===== config.mk =====
export PLATFORM = sky130hd
export DESIGN_NAME = fsl_led_top
export DESIGN_NICKNAME = d
export VERILOG_FILES = /design/src/pkg/fsl_pkg.sv /design/src/rtl/fsl_led_top.sv /design/src/rtl/fsl_pattern_gen.sv
export VERILOG_INCLUDE_DIRS = /design/src /design/src/pkg
export SDC_FILE = /design/constraint.sdc
export NUM_CORES = 1
export LEC_CHECK = 0
export BUFFER_PORTS_ARGS = -buffer_cell sky130_fd_sc_hd__buf_2
export CAP_MARGIN = 20
export CORE_MARGIN = 2
export CORE_UTILIZATION = 50
export DETAILED_ROUTE_END_ITERATION = 8
export PLACE_DENSITY = 0.79
export SETUP_SLACK_MARGIN = 0.4
export SLEW_MARGIN = 0
export SYNTH_ARGS = -nofsm -noshare
export SYNTH_HDL_FRONTEND = slang
export SYNTH_SLANG_ARGS = --single-unit

===== constraint.sdc =====
create_clock -name i_sys_clk -period 2.45 [get_ports i_sys_clk]
set_input_delay 0.1225 -clock i_sys_clk [delete_from_list [all_inputs] [get_ports i_sys_clk]]
set_output_delay 0.1225 -clock i_sys_clk [all_outputs]
set_load 0.05 [all_outputs]

===== src/pkg/fsl_consts.svh =====
// constants for the fieldbus status led indicator: offsets, fields, codes, timing
`ifndef FSL_CONSTS_SVH
`define FSL_CONSTS_SVH

`define FSL_ADDR_W 12
`define FSL_DATA_W 32

`define FSL_OFF_CTRL 12'h000
`define FSL_OFF_AL_STATUS 12'h004
`define FSL_OFF_ERR_STAT 12'h008
`define FSL_OFF_ERR_MASK 12'h00c
`define FSL_OFF_ALIAS 12'h010

`define FSL_ERR_W 5
`define FSL_ERR_BOOT 0
`define FSL_ERR_CFG 1
`define FSL_ERR_UNSOL 2
`define FSL_ERR_APP_WD 3
`define FSL_ERR_PROC_DATA_IF_WD 4
`define FSL_ERR_RST 5'h00
`define FSL_MASK_RST 5'h00

`define FSL_ST_CODE_W 3
`define FSL_ST_CODE_LSB 0
`define FSL_CODE_INIT 3'h0
`define FSL_CODE_PREOP 3'h1
`define FSL_CODE_SAFEOP 3'h2
`define FSL_CODE_OP 3'h3
`define FSL_CODE_BOOT 3'h4
`define FSL_CODE_STARTUP 3'h7

`define FSL_AL_CHANGE_LSB 8
`define FSL_AL_CHANGE_ERR 8'h01
`define FSL_AL_CHANGE_NONE 8'h00

`define FSL_DIGIT_W 4
`define FSL_ALIAS_W 8

`define FSL_CLK_KHZ 125000
`define FSL_TICK_MS 50
`define FSL_SEQ_W 5
`define FSL_FLASH_TICKS 5'h04
`define FSL_DFLASH2_START 5'h08
`define FSL_DFLASH2_END 5'h0c
`define FSL_BLINK_BIT 2

`endif


===== src/pkg/fsl_pkg.sv =====
// types shared by the fieldbus status led indicator
package fsl_pkg;
`include "fsl_consts.svh"

	typedef enum logic [2:0] {
		FSL_ST_STARTUP,
		FSL_ST_INIT,
		FSL_ST_PREOP,
		FSL_ST_SAFEOP,
		FSL_ST_OP,
		FSL_ST_BOOT
	} fsl_comm_state_t;

	// bit order matches the error status register layout
	typedef struct packed {
		logic proc_data_if_wd;
		logic app_wd;
		logic unsol;
		logic cfg;
		logic boot;
	} fsl_err_evt_t;

	typedef struct packed {
		logic flicker;
		logic blink;
		logic sflash;
		logic dflash;
	} fsl_waves_t;

endpackage : fsl_pkg


===== src/rtl/fsl_led_top.sv =====
// fieldbus status led indicator with apb register slave
//
// Overview of operation
// [RULE1] The error led is dark when healthy and otherwise shows flicker, blink, single flash, double flash or steady.
// [RULE2] A boot error forces the comm state to INIT, sets the change field to 0x01 and flickers the error led.
// [RULE3] An application-initiated state change sets the change field to 0x01 and single-flashes the error led.
// [RULE4] An application watchdog expiry double-flashes the error led.
// [RULE5] A process data interface watchdog expiry lights the error led steadily.
// [RULE6] In INIT the run led is dark.
// [RULE7] In PRE-OPERATIONAL the run led blinks.
// [RULE8] In SAFE-OPERATIONAL the run led single-flashes.
// [RULE9] In OPERATIONAL the run led is lit.
// [RULE10] Before INIT is first reached and in BOOTSTRAP the run led flickers.
// [RULE11] The alias address takes its low digit from one switch and its high digit from the other.
// [RULE12] Simultaneous errors show the most severe, process data interface watchdog first, with fixed parameterised periods.
//
// Our own choices: the APB interface to the registers and the address map.
`timescale 1ns/1ps
`include "fsl_consts.svh"
module fsl_led_top #(
	parameter int TICK_CYCLES = `FSL_TICK_MS * `FSL_CLK_KHZ
) (
	input wire logic i_sys_clk,
	input wire logic i_rst_b,
	input wire logic i_psel,
	input wire logic i_penable,
	input wire logic i_pwrite,
	input wire logic [`FSL_ADDR_W-1:0] i_paddr,
	input wire logic [`FSL_DATA_W-1:0] i_pwdata,
	output logic [`FSL_DATA_W-1:0] o_prdata,
	output logic o_pready,
	output logic o_pslverr,
	input wire logic i_boot_done,
	input wire fsl_pkg::fsl_err_evt_t i_err_evt,
	input wire logic [`FSL_ST_CODE_W-1:0] i_unsol_state,
	input wire logic [`FSL_DIGIT_W-1:0] i_alias_low_digit_switch,
	input wire logic [`FSL_DIGIT_W-1:0] i_alias_high_digit_switch,
	output logic o_error_led,
	output logic o_run_led,
	output logic [`FSL_ALIAS_W-1:0] o_alias,
	output logic o_irq
);
	import fsl_pkg::*;

	function automatic logic code_ok(input logic [`FSL_ST_CODE_W-1:0] code);
		code_ok = (code == `FSL_CODE_INIT) || (code == `FSL_CODE_PREOP) || (code == `FSL_CODE_SAFEOP) ||
			(code == `FSL_CODE_OP) || (code == `FSL_CODE_BOOT);
	endfunction : code_ok

	function automatic fsl_comm_state_t code_to_state(input logic [`FSL_ST_CODE_W-1:0] code);
		case (code)
			`FSL_CODE_PREOP: code_to_state = FSL_ST_PREOP;
			`FSL_CODE_SAFEOP: code_to_state = FSL_ST_SAFEOP;
			`FSL_CODE_OP: code_to_state = FSL_ST_OP;
			`FSL_CODE_BOOT: code_to_state = FSL_ST_BOOT;
			default: code_to_state = FSL_ST_INIT;
		endcase
	endfunction : code_to_state

	function automatic logic [`FSL_ST_CODE_W-1:0] state_to_code(input fsl_comm_state_t st);
		case (st)
			FSL_ST_INIT: state_to_code = `FSL_CODE_INIT;
			FSL_ST_PREOP: state_to_code = `FSL_CODE_PREOP;
			FSL_ST_SAFEOP: state_to_code = `FSL_CODE_SAFEOP;
			FSL_ST_OP: state_to_code = `FSL_CODE_OP;
			FSL_ST_BOOT: state_to_code = `FSL_CODE_BOOT;
			default: state_to_code = `FSL_CODE_STARTUP;
		endcase
	endfunction : state_to_code

	fsl_waves_t waves;

	fsl_pattern_gen #(
		.TICK_CYCLES(TICK_CYCLES)
	) u_pattern_gen (
		.i_sys_clk(i_sys_clk),
		.i_rst_b(i_rst_b),
		.o_waves(waves)
	);

	// apb decode: pready is raised for the access phase only, so every transfer takes two cycles
	logic apb_setup;
	logic apb_access;
	logic wr_en;
	logic hit_ctrl;
	logic hit_al;
	logic hit_err;
	logic hit_mask;
	logic hit_alias;
	logic addr_mapped;
	logic [`FSL_DATA_W-1:0] rd_mux;

	assign apb_setup = i_psel & ~i_penable;
	assign apb_access = i_psel & i_penable & o_pready;
	assign wr_en = apb_access & i_pwrite & ~o_pslverr;
	assign hit_ctrl = (i_paddr == `FSL_OFF_CTRL);
	assign hit_al = (i_paddr == `FSL_OFF_AL_STATUS);
	assign hit_err = (i_paddr == `FSL_OFF_ERR_STAT);
	assign hit_mask = (i_paddr == `FSL_OFF_ERR_MASK);
	assign hit_alias = (i_paddr == `FSL_OFF_ALIAS);
	assign addr_mapped = hit_ctrl | hit_al | hit_err | hit_mask | hit_alias;

	fsl_comm_state_t comm_state;
	fsl_comm_state_t next_comm_state;
	logic [7:0] al_change;
	logic [7:0] next_al_change;
	logic [`FSL_ERR_W-1:0] err_stat;
	logic [`FSL_ERR_W-1:0] next_err_stat;
	logic [`FSL_ERR_W-1:0] err_mask;
	logic [`FSL_ERR_W-1:0] err_w1c;
	logic [`FSL_ST_CODE_W-1:0] wr_code;
	logic ctrl_wr;
	logic next_error_led;
	logic next_run_led;

	assign wr_code = i_pwdata[`FSL_ST_CODE_LSB +: `FSL_ST_CODE_W];
	// requests are refused until the device has left start-up on its own
	assign ctrl_wr = wr_en & hit_ctrl & (comm_state != FSL_ST_STARTUP) & code_ok(wr_code);
	assign err_w1c = (wr_en & hit_err) ? i_pwdata[`FSL_ERR_W-1:0] : '0;

	// boot error beats an unsolicited change, which beats a software request
	assign next_comm_state =
		i_err_evt.boot ? FSL_ST_INIT : // RULE2
		(i_err_evt.unsol && code_ok(i_unsol_state)) ? code_to_state(i_unsol_state) : // RULE3
		ctrl_wr ? code_to_state(wr_code) :
		(comm_state == FSL_ST_STARTUP && i_boot_done) ? FSL_ST_INIT :
		comm_state;

	// a new software request acknowledges the change field; a same-cycle event still sets it
	assign next_al_change =
		(i_err_evt.boot || i_err_evt.unsol) ? `FSL_AL_CHANGE_ERR : // RULE2 RULE3
		ctrl_wr ? `FSL_AL_CHANGE_NONE :
		al_change;

	// sticky: set wins over write-one-to-clear
	assign next_err_stat = (err_stat & ~err_w1c) | i_err_evt;

	assign rd_mux =
		hit_ctrl ? {{(`FSL_DATA_W - `FSL_ST_CODE_W){1'b0}}, state_to_code(comm_state)} :
		hit_al ? {{(`FSL_DATA_W - 16){1'b0}}, al_change, {(8 - `FSL_ST_CODE_W){1'b0}}, state_to_code(comm_state)} :
		hit_err ? {{(`FSL_DATA_W - `FSL_ERR_W){1'b0}}, err_stat} :
		hit_mask ? {{(`FSL_DATA_W - `FSL_ERR_W){1'b0}}, err_mask} :
		hit_alias ? {{(`FSL_DATA_W - `FSL_ALIAS_W){1'b0}}, o_alias} :
		'0;

	// most severe error wins the error led
	assign next_error_led =
		err_stat[`FSL_ERR_PROC_DATA_IF_WD] ? 1'b1 : // RULE5 RULE12
		err_stat[`FSL_ERR_APP_WD] ? waves.dflash : // RULE4
		err_stat[`FSL_ERR_UNSOL] ? waves.sflash : // RULE3
		err_stat[`FSL_ERR_CFG] ? waves.blink : // RULE1
		err_stat[`FSL_ERR_BOOT] ? waves.flicker : // RULE2
		1'b0; // RULE1

	assign next_run_led =
		(comm_state == FSL_ST_INIT) ? 1'b0 : // RULE6
		(comm_state == FSL_ST_PREOP) ? waves.blink : // RULE7
		(comm_state == FSL_ST_SAFEOP) ? waves.sflash : // RULE8
		(comm_state == FSL_ST_OP) ? 1'b1 : // RULE9
		waves.flicker; // RULE10

	always_ff @(posedge i_sys_clk or negedge i_rst_b) begin
		if (!i_rst_b) begin
			o_pready <= 1'b0;
			o_pslverr <= 1'b0;
			o_prdata <= '0;
		end else begin
			o_pready <= apb_setup;
			o_pslverr <= apb_setup & ~addr_mapped;
			o_prdata <= (apb_setup & ~i_pwrite) ? rd_mux : '0;
		end
	end

	always_ff @(posedge i_sys_clk or negedge i_rst_b) begin
		if (!i_rst_b) begin
			comm_state <= FSL_ST_STARTUP;
			al_change <= `FSL_AL_CHANGE_NONE;
			err_stat <= `FSL_ERR_RST;
			err_mask <= `FSL_MASK_RST;
		end else begin
			comm_state <= next_comm_state;
			al_change <= next_al_change;
			err_stat <= next_err_stat;
			err_mask <= (wr_en & hit_mask) ? i_pwdata[`FSL_ERR_W-1:0] : err_mask;
		end
	end

	always_ff @(posedge i_sys_clk or negedge i_rst_b) begin
		if (!i_rst_b) begin
			o_error_led <= 1'b0;
			o_run_led <= 1'b0;
			o_alias <= '0;
			o_irq <= 1'b0;
		end else begin
			o_error_led <= next_error_led;
			o_run_led <= next_run_led;
			o_alias <= {i_alias_high_digit_switch, i_alias_low_digit_switch}; // RULE11
			o_irq <= |(next_err_stat & err_mask);
		end
	end

	AST_ERR_LED_DARK: assert property (@(posedge i_sys_clk) disable iff (!i_rst_b) // RULE1
		(err_stat == '0) |=> !o_error_led)
		else $error("error led lit with no error pending");

	AST_BOOT_ERR_INIT: assert property (@(posedge i_sys_clk) disable iff (!i_rst_b) // RULE2
		i_err_evt.boot |=> (comm_state == FSL_ST_INIT) && (al_change == `FSL_AL_CHANGE_ERR) &&
			err_stat[`FSL_ERR_BOOT])
		else $error("boot error did not force init and set change field");

	AST_UNSOL_CHANGE: assert property (@(posedge i_sys_clk) disable iff (!i_rst_b) // RULE3
		(i_err_evt.unsol && !i_err_evt.boot && code_ok(i_unsol_state)) |=>
			(state_to_code(comm_state) == $past(i_unsol_state)) && (al_change == `FSL_AL_CHANGE_ERR))
		else $error("unsolicited change not applied or not flagged");

	AST_APP_WD_DFLASH: assert property (@(posedge i_sys_clk) disable iff (!i_rst_b) // RULE4
		(err_stat[`FSL_ERR_APP_WD] && !err_stat[`FSL_ERR_PROC_DATA_IF_WD]) |=> (o_error_led == $past(waves.dflash)))
		else $error("app watchdog not double flashing");

	AST_PROC_DATA_IF_WD_ON: assert property (@(posedge i_sys_clk) disable iff (!i_rst_b) // RULE5
		i_err_evt.proc_data_if_wd |=> ##1 o_error_led)
		else $error("process data interface watchdog did not light error led");

	AST_RUN_INIT_DARK: assert property (@(posedge i_sys_clk) disable iff (!i_rst_b) // RULE6
		(comm_state == FSL_ST_INIT) |=> !o_run_led)
		else $error("run led lit in init");

	AST_RUN_PREOP_BLINK: assert property (@(posedge i_sys_clk) disable iff (!i_rst_b) // RULE7
		(comm_state == FSL_ST_PREOP) |=> (o_run_led == $past(waves.blink)))
		else $error("run led not blinking in pre-operational");

	AST_RUN_SAFEOP_FLASH: assert property (@(posedge i_sys_clk) disable iff (!i_rst_b) // RULE8
		(comm_state == FSL_ST_SAFEOP) |=> (o_run_led == $past(waves.sflash)))
		else $error("run led not single flashing in safe-operational");

	AST_RUN_OP_ON: assert property (@(posedge i_sys_clk) disable iff (!i_rst_b) // RULE9
		(comm_state == FSL_ST_OP) [*2] |=> o_run_led)
		else $error("run led dark in operational");

	AST_RUN_FLICKER: assert property (@(posedge i_sys_clk) disable iff (!i_rst_b) // RULE10
		((comm_state == FSL_ST_STARTUP) || (comm_state == FSL_ST_BOOT)) |=> (o_run_led == $past(waves.flicker)))
		else $error("run led not flickering in start-up or bootstrap");

	AST_ALIAS_DIGITS: assert property (@(posedge i_sys_clk) disable iff (!i_rst_b) // RULE11
		i_rst_b |=> (o_alias[`FSL_DIGIT_W-1:0] == $past(i_alias_low_digit_switch)) &&
			(o_alias[`FSL_ALIAS_W-1:`FSL_DIGIT_W] == $past(i_alias_high_digit_switch)))
		else $error("alias digits misplaced");

	AST_SEVERITY_ORDER: assert property (@(posedge i_sys_clk) disable iff (!i_rst_b) // RULE12
		(err_stat[`FSL_ERR_UNSOL] && err_stat[`FSL_ERR_CFG] && !err_stat[`FSL_ERR_APP_WD] &&
			!err_stat[`FSL_ERR_PROC_DATA_IF_WD]) |=> (o_error_led == $past(waves.sflash)))
		else $error("lower severity error shown over unsolicited change");

	AST_BOOT_ERR_FLICKER: assert property (@(posedge i_sys_clk) disable iff (!i_rst_b) // RULE2
		(err_stat[`FSL_ERR_BOOT] && (err_stat[`FSL_ERR_W-1:`FSL_ERR_CFG] == '0)) |=> (o_error_led == $past(waves.flicker)))
		else $error("boot error not flickering the error led");

	AST_CFG_BLINK: assert property (@(posedge i_sys_clk) disable iff (!i_rst_b) // RULE1
		(err_stat[`FSL_ERR_CFG] && (err_stat[`FSL_ERR_W-1:`FSL_ERR_UNSOL] == '0)) |=> (o_error_led == $past(waves.blink)))
		else $error("invalid configuration not blinking the error led");

	AST_UNSOL_SFLASH: assert property (@(posedge i_sys_clk) disable iff (!i_rst_b) // RULE3
		(err_stat[`FSL_ERR_UNSOL] && (err_stat[`FSL_ERR_W-1:`FSL_ERR_APP_WD] == '0)) |=> (o_error_led == $past(waves.sflash)))
		else $error("unsolicited change not single flashing the error led");

	AST_PROC_DATA_IF_WD_TOP: assert property (@(posedge i_sys_clk) disable iff (!i_rst_b) // RULE12
		err_stat[`FSL_ERR_PROC_DATA_IF_WD] |=> o_error_led)
		else $error("most severe error not shown steadily");

endmodule : fsl_led_top


===== src/rtl/fsl_pattern_gen.sv =====
// free running blink, flicker and flash waveform generator
`timescale 1ns/1ps
`include "fsl_consts.svh"
module fsl_pattern_gen #(
	parameter int TICK_CYCLES = `FSL_TICK_MS * `FSL_CLK_KHZ
) (
	input wire logic i_sys_clk,
	input wire logic i_rst_b,
	output fsl_pkg::fsl_waves_t o_waves
);
	import fsl_pkg::*;

	localparam int CNT_W = (TICK_CYCLES > 1) ? $clog2(TICK_CYCLES) : 1;

	generate
		if (TICK_CYCLES < 2) begin : g_bad_tick
			$error("fsl_pattern_gen: TICK_CYCLES must be at least 2");
		end
	endgenerate

	logic [CNT_W-1:0] tick_cnt;
	logic [`FSL_SEQ_W-1:0] phase;
	logic tick_end;
	fsl_waves_t next_waves;

	assign tick_end = (tick_cnt == CNT_W'(TICK_CYCLES - 1));
	// flicker toggles every tick; the others share one 32 tick frame
	assign next_waves.flicker = ~phase[0];
	assign next_waves.blink = ~phase[`FSL_BLINK_BIT];
	assign next_waves.sflash = (phase < `FSL_FLASH_TICKS);
	assign next_waves.dflash = (phase < `FSL_FLASH_TICKS) ||
		((phase >= `FSL_DFLASH2_START) && (phase < `FSL_DFLASH2_END));

	always_ff @(posedge i_sys_clk or negedge i_rst_b) begin
		if (!i_rst_b) begin
			tick_cnt <= '0;
			phase <= '0;
			o_waves <= '0;
		end else begin
			tick_cnt <= tick_end ? '0 : tick_cnt + 1'b1;
			phase <= tick_end ? phase + 1'b1 : phase;
			o_waves <= next_waves;
		end
	end

endmodule : fsl_pattern_gen


==> impl_metrics.csv, run 1 <==
group,metric,value,unit
hold_path,min_delay_path_depth,2,
worst_setup_path,critical_path_cell_count,6,
finish,layout.area.seq,0.00170,mm^2
timing,setup_total_negative_slack,0,ns
global_route,maximum_number_of_pins_on_one_net_before_global_route_repair,41,
synthesis,syn-cell-area,0.00328,mm^2
placed_design,dp.final_hpwl,4830,um
worst_setup_path,end_kind,"flop",
die,die_width,85.0,um
worst_setup_path,crit_chain,"dlygate4sd3_1 -> buf_2 -> nand4_1 -> nor2_1 -> and3_1 -> mux2_2",
global_route,groute.layer.met2.usage,35.9,%
route,routed_wirelength,6530,um
route,detail-route-antenna-nets,0,
global_route,grt_pass1_vias,2567,
die,fp-row-count,29,
timing,fmax,532,MHz
synthesis,ys_dominant_reg_cell,"sky130_fd_sc_hd__dfrtp_1",
finish,multiInputGateArea,0.00144,mm^2
synthesis,syn-instance-count,315,
global_route,gr-max-usage-layer,"met2",
route,avgViaCountPerCell,5.36,
placed_design,io_buffers,60,
timing,timing.final.setup_violations,0,
synthesis,synth-edff-count,0,
global_route,groute.layer.met3.usage,7.10,%
timing,finalMaxSlewViolations,0,
worst_setup_path,worstRegToRegCells,4,
worst_setup_path,worst_path_largest_cell_delay,0.53,ns
finish,antennaDiodeCount,0,
clocking,post-cts-setup-buffers,0,
timing,tmin_final,1.88,ns
finish,final_layout_size_suffix_gt1_share,23.7,%
die,initial_utilization,51.6,%
finish,number_of_fillers_in_the_final_layout,513,
worst_setup_path,timing.critical_path.fanout_max,9,
clocking,cts_max_level,3,
timing,max_slew_headroom,54.8,%
synthesis,ys_warn_count,0,
timing,finalClockSkew,0.00838,ns
finish,syn2layout_area_growth,20.2,%
pwr,total_power,0.00233,W
worst_setup_path,data_arrival_critical_path,2.10,ns
clocking,cts-hold-fix-buffers,12,
clocking,insertion_delay,0.34,ns
die,io-pin-count,111,
placed_design,routabilityCongestion,0.861,
global_route,antenna_found_initial,0,
pwr,peakVddDrop,523,uV
die,die_h,85.0,um
synthesis,postSynthAreaPerCell,10.4,um^2
route,dr.first_iter.drc_count,84,
pwr,cellPowerDensity,591,mW/mm^2
job,timing.max_cap.violations,0,
worst_setup_path,critical_path_buf_inv_count,2,
worst_setup_path,category_of_cells_accounting_for_the_largest_share_of_critical_path_delay,"simple AND/OR/NAND/NOR gates",
outcome,outcome,"finished clean",
clocking,cts.path.max_buffers,2,
clocking,cts_repair_resize_count,0,
hold_path,holdCritPathClass,"input port to flop",
worst_setup_path,timing.critical_path.required,2.67,ns
global_route,global_route_met1_utilization,20.8,%
synthesis,synthArstFlopShare,100,%
die,die_area,0.00722,mm^2
pwr,cellLeakagePower,1.89,nW
timing,finalHoldViolations,0,
timing,rsz_0062_raised_after_global_routing,"no",
die,core_region_area,0.00635,mm^2
route,initial_drt_pass_iterations,4,
worst_setup_path,timing.critical_path.from_type,"input port",
timing,whs,0.0350,ns
clocking,tritoncts.num_buffers,9,
global_route,global_route.overflow_total,0,
clocking,clkTransAtPathRegs,0.07,ns
finish,layout_commonest_cell,"sky130_fd_sc_hd__dfrtp_1",
global_route,grt_pass1_wl,11100,um
timing,max_slew.worst_pin.slew,0.673,ns
synthesis,synth_seq_cells,68,
route,vias,2560,
route,routedWlPerCell,13.7,um
global_route,grt_usage,19.5,%
finish,final_cell_mix,"68 x sky130_fd_sc_hd__dfrtp_1, 60 x sky130_fd_sc_hd__buf_2, 27 x sky130_fd_sc_hd__nor2_1",
finish,final_core_util,62.1,%
timing,min_period_over_period,76.8,%
clocking,clockRootBuffer,"sky130_fd_sc_hd__clkbuf_8",
worst_setup_path,crit_type,"input port to flop",
route,route.detailed.drc,0,
synthesis,synthDistinctLibCells,43,
clocking,tritoncts_num_sinks,68,
worst_setup_path,worst_path_slowest_cell,"sky130_fd_sc_hd__dlygate4sd3_1",
clocking,cts_tree,"yes",
synthesis,synth.yosys.seq_area_share,51.9,%
finish,fin_nets,464,
[cells in the mapped netlist (all sizes together) (6+ instances only)]
cell type   n  area [um^2]
dfrtp      68         1700
nor2       28          113
buf        25          183
nand2      21         78.8
o21ai      14         70.1
nand3      13         65.1
xnor2      12          105
xor2       12          105
a21oi      11         55.1
nand4      11         68.8
and3        8         50.1
nor3        8         40.0
inv         7         26.3
and2        6         37.5
mux2        6         67.6
nand2b      6         37.5
[power by group]
part / internal (W) / switching (W) / leakage [nW]
Combinational: 0.0000666 / 0.000192 / 0.934
Clock: 0.000522 / 0.000404 / 0.102
Sequential: 0.00114 / 0.00000986 / 0.851
[through the flow]
step | instance area (um^2) | cells | setup WS [ns]
4_1_cts | 3940 | 478 | 0.607
2_1_floorplan | 3360 | 337 | 0.605
5_1_grt | 3940 | 478 | 0.448
6_report | 3940 | 478 | 0.569
3_3_place_gp | 3620 | 450 | 0.382
3_5_place_dp | 3620 | 450 | 0.334
[cell type report]
cell class / count / area share [%]
clock buffers: 12 / 3.94
repair buffers: 78 / 12.1
clock inverters: 4 / 1.21
multi-input cells: 232 / 36.4
well taps: 77 / 2.44
inverters: 7 / 0.667
flip-flops and latches: 68 / 43.2
[flip-flops by register name, indices dropped and copies added, names as in the netlist, 3 cells and up]
register and cells:
u_pattern_gen.tick_cnt 23, o_prdata 9, o_alias 8, err_mask 5, err_stat 5, u_pattern_gen.phase 5
u_pattern_gen.o_waves 4, comm_state 3
[routing by layer]
metal | vias to the layer above | routed length (um)
li1 | 1231 | -
met1 | 1248 | 2580
met2 | 74 | 3480
met3 | 7 | 408
met4 | 0 | 53
met5 | - | 0
[worst paths after layout]
path,slack [ns],start,end
worst max-delay path,0.57,i_penable,err_mask[1]
worst min-delay path,0.03,i_err_evt[0],comm_state[2]
worst max register to register,0.63,o_pready,err_mask[1]
worst min register to register,0.48,u_pattern_gen.o_waves[0],o_error_led
max in group asynchronous,1.46,i_rst_b,u_pattern_gen.o_waves[1]
min in group asynchronous,0.35,i_rst_b,o_run_led
[cells by family (layout without fill, tap and decap cells)]
kind of cell,Yosys count,after routing,synth area share (%)
AND/OR/NAND/NOR,125,125,21.2
flip-flops,68,68,51.9
AO/OA/AOI/OAI,47,47,9.08
buffers and inverters,37,101,6.95
XOR/XNOR,24,24,6.41
multiplexers,11,11,3.59
adder cells (fa/ha/maj),2,2,0.763
other,1,23,0.114
(Power assumes the default switching activity.)
==> run 2: changes to the inputs <==
ABC_AREA = 1   (was default)
CORE_UTILIZATION = 51   (was 50)
PLACE_DENSITY = 0.8   (was 0.79)
clock period = 1.8 ns   (was 2.45 ns; I/O delays follow)
==> impl_metrics.csv, run 2 <==
group,metric,value,unit
finish,final_core_util,68.6,%
timing,finalMaxSlewViolations,0,
hold_path,holdCritPathClass,"input port to flop",
synthesis,synth.yosys.seq_area_share,47.7,%
worst_setup_path,worstRegToRegCells,9,
clocking,cts.path.max_buffers,2,
route,route.detailed.drc,0,
placed_design,placed_instance_area,0.00392,mm^2
worst_setup_path,timing.critical_path.from_type,"flop",
synthesis,synthArstFlopShare,100,%
synthesis,synthDistinctLibCells,41,
timing,max_slew.worst_pin.slew,0.581,ns
route,dr.first_iter.drc_count,122,
timing,setup_total_negative_slack,0,ns
synthesis,syn-cell-area,0.00357,mm^2
pwr,cellLeakagePower,2.36,nW
route,avgViaCountPerCell,5.04,
clocking,tritoncts.num_buffers,9,
synthesis,syn-instance-count,428,
worst_setup_path,end_kind,"flop",
worst_setup_path,timing.critical_path.fanout_max,4,
worst_setup_path,timing.critical_path.required,2.05,ns
worst_setup_path,crit_chain,"nand2_2 -> clkinv_2 -> nand2_4 -> nor2_1 -> nand2_2 -> nor3_1 -> nand2_1 -> xor2_1 -> nor2_1",
finish,largest_register,"u_pattern_gen.tick_cnt",
finish,number_of_fillers_in_the_final_layout,520,
finish,syn2layout_area_growth,30.5,%
placed_design,dp.final_hpwl,5540,um
finish,layout.area.seq,0.00171,mm^2
outcome,outcome,"finished clean",
synthesis,ys_warn_count,0,
hold_path,hold_start,"i_penable",
finish,layout_commonest_cell,"sky130_fd_sc_hd__nand2_1",
die,core_region_area,0.00679,mm^2
die,fp-row-count,30,
finish,fin_nets,608,
synthesis,netlist_top_cells_count,"89 x sky130_fd_sc_hd__nand2_1, 68 x sky130_fd_sc_hd__dfrtp_1, 54 x sky130_fd_sc_hd__inv_1",
finish,stdcell_count,641,
route,detail-route-antenna-nets,0,
worst_setup_path,crit_type,"flop to flop",
die,die_width,87.7,um
route,routed_wirelength,8900,um
finish,reg_top3,"u_pattern_gen.tick_cnt: 23 flops, o_prdata: 9 flops, o_alias: 8 flops",
finish,fin_area,0.00466,mm^2
synthesis,ys_top_cells_by_area,"sky130_fd_sc_hd__dfrtp_1 48%, sky130_fd_sc_hd__nand2_1 9.4%, sky130_fd_sc_hd__inv_1 5.7%, sky130_fd_sc_hd__nand3_1 4.9%, sky130_fd_sc_hd__buf_4 4.8%",
die,initial_utilization,52.5,%
die,io-pin-count,111,
worst_setup_path,worst_path_largest_cell_delay,0.44,ns
timing,tmin_final,1.57,ns
synthesis,synth_largest_type_area_fraction,47.7,%
timing,crit_path_setup_slack_layout,0.230,ns
clocking,clkTransAtPathRegs,0.08,ns
hold_path,hold-path-endpoint,"o_pslverr",
timing,finalClockSkew,0.00901,ns
placed_design,placed_cells,584,
worst_setup_path,rrSetupSlack,0.23,ns
route,routedWlPerCell,13.9,um
timing,max_slew_headroom,61.3,%
global_route,grt_pass1_vias,3123,
placed_design,routabilityCongestion,0.920,
route,initial_drt_pass_iterations,4,
finish,antennaDiodeCount,0,
die,die_area,0.00768,mm^2
pwr,cellPowerDensity,700,mW/mm^2
synthesis,ys_dominant_reg_cell,"sky130_fd_sc_hd__dfrtp_1",
synthesis,most_frequent_cell_after_synthesis,"sky130_fd_sc_hd__nand2_1",
placed_design,dpl_worst_slack,0.219,ns
synthesis,netlist.top_cell.by_area,"sky130_fd_sc_hd__dfrtp_1",
clocking,cts_max_level,3,
worst_setup_path,startpoint_of_the_worst_register_to_register_path,"u_pattern_gen.tick_cnt[12]",
synthesis,postSynthAreaPerCell,8.34,um^2
global_route,grt_pass1_wl,13200,um
placed_design,io_buffers,60,
timing,min_period_over_period,87.2,%
job,timing.max_cap.violations,0,
clocking,cts_tree,"yes",
clocking,clockRootBuffer,"sky130_fd_sc_hd__clkbuf_8",
global_route,global_route.overflow_total,0,
worst_setup_path,critical_path_buf_inv_count,1,
timing,rsz_0062_raised_after_global_routing,"yes",
timing,finalHoldViolations,0,
finish,largest_register_ff_count,23,
route,vias,3230,
worst_setup_path,worst_path_slowest_cell,"sky130_fd_sc_hd__dfrtp_1",
global_route,antenna_found_initial,0,
pwr,peakVddDrop,470,uV
synthesis,synth-edff-count,0,
global_route,grt_usage,22.1,%
hold_path,min_delay_path_depth,4,
clocking,tritoncts_num_sinks,68,
timing,timing.final.setup_violations,0,
worst_setup_path,rr_endpoint,"u_pattern_gen.tick_cnt[22]",
worst_setup_path,data_arrival_critical_path,1.82,ns
finish,final_layout_size_suffix_gt1_share,33.0,%
timing,fmax,637,MHz
die,die_h,87.7,um
finish,multiInputGateArea,0.00170,mm^2
global_route,maximum_number_of_pins_on_one_net_before_global_route_repair,46,
synthesis,synth_seq_cells,68,
finish,final_cell_mix,"82 x sky130_fd_sc_hd__nand2_1, 62 x sky130_fd_sc_hd__dfrtp_1, 60 x sky130_fd_sc_hd__buf_2",
worst_setup_path,category_of_cells_accounting_for_the_largest_share_of_critical_path_delay,"simple AND/OR/NAND/NOR gates",
clocking,insertion_delay,0.35,ns
[run 2: cell count changes after synthesis, sizes merged, moves of 8 or more]
cell   before  now
and3        8    0
inv         7   57
nand2      21   97
nand3      13   38
nor2       28   50
o21ai      14   22
[run 2: power breakdown]
part | leakage, nW | internal [W] | total (W) | switching (W)
clock network | 0.102 | 0.000663 | 0.00131 | 0.000650
logic | 1.42 | 0.0000995 | 0.000385 | 0.000286
registers | 0.843 | 0.00155 | 0.00156 | 0.0000142
[run 2: worst max-delay path by stage]
stage                               startpoint                    endpoint  slack [ns]  depth (start not counted)
floorplan                            o_pslverr                       o_irq        0.39                         10
global placement     u_pattern_gen.tick_cnt[0]      u_pattern_gen.phase[0]        0.26                          5
detailed placement   u_pattern_gen.tick_cnt[0]      u_pattern_gen.phase[0]        0.22                          5
CTS                  u_pattern_gen.tick_cnt[0]      u_pattern_gen.phase[0]        0.29                          6
global route        u_pattern_gen.tick_cnt[12]  u_pattern_gen.tick_cnt[20]        0.16                          9
finish              u_pattern_gen.tick_cnt[12]  u_pattern_gen.tick_cnt[22]        0.23                          9
[run 2: through the flow]
stage / total power (W) / hold slack [ns]
final: 0.00326 / 0.0204
after global placement: 0.00193 / 0.0939
after global routing: 0.00337 / 0.0262
after detailed placement: 0.00193 / 0.104
after CTS: 0.00327 / 0.000165
after floorplan: 0.00185 / -0.206
[run 2: routing by layer]
layer | up-vias | GRT usage (%) | routed length (um)
li1 | 1555 | - | -
met4 | 0 | 9.37 | 201
met2 | 119 | 38.5 | 4690
met3 | 24 | 6.50 | 462
met1 | 1532 | 25.2 | 3550
met5 | - | 0 | 0
[run 2: worst reg2reg max path, delay by kind of cell (launching register included)]
| family | cells | cell delay [ns] |
|---|---|---|
| AND/OR/NAND/NOR | 7 | 0.81 |
| flip-flops | 1 | 0.44 |
| XOR/XNOR | 1 | 0.16 |
| buffers and inverters | 1 | 0.07 |
[run 2: what timing repair did]
item	4_1_cts	5_1_grt
gates cloned	1	0
gates resized for setup	16	46
pin swaps	10	19
buffers inserted	14	11
hold endpoints to repair	82	0
setup endpoints to repair	24	32
hold buffers	15	0
[run 2: cells by family (layout without fill, tap and decap cells)]
kind of cell / Yosys count / count (layout) / synth area share, %
AO/OA/AOI/OAI: 41 / 41 / 6.24
XOR/XNOR: 12 / 12 / 3.15
adder cells (fa/ha/maj): 2 / 2 / 0.701
buffers and inverters: 86 / 180 / 12.2
flip-flops: 68 / 68 / 47.7
multiplexers: 3 / 3 / 0.946
other: 1 / 23 / 0.105
AND/OR/NAND/NOR: 215 / 216 / 29.0
[run 2: area by class of cell]
class                           instances  area share [%]
Clock inverter                          7            1.80
Clock buffer                            9            2.66
Sequential cell                        68            36.7
Tap cell                               96            2.58
Multi-Input combinational cell        297            36.5
Inverter                               59            4.94
Timing Repair Buffer                  105            14.8
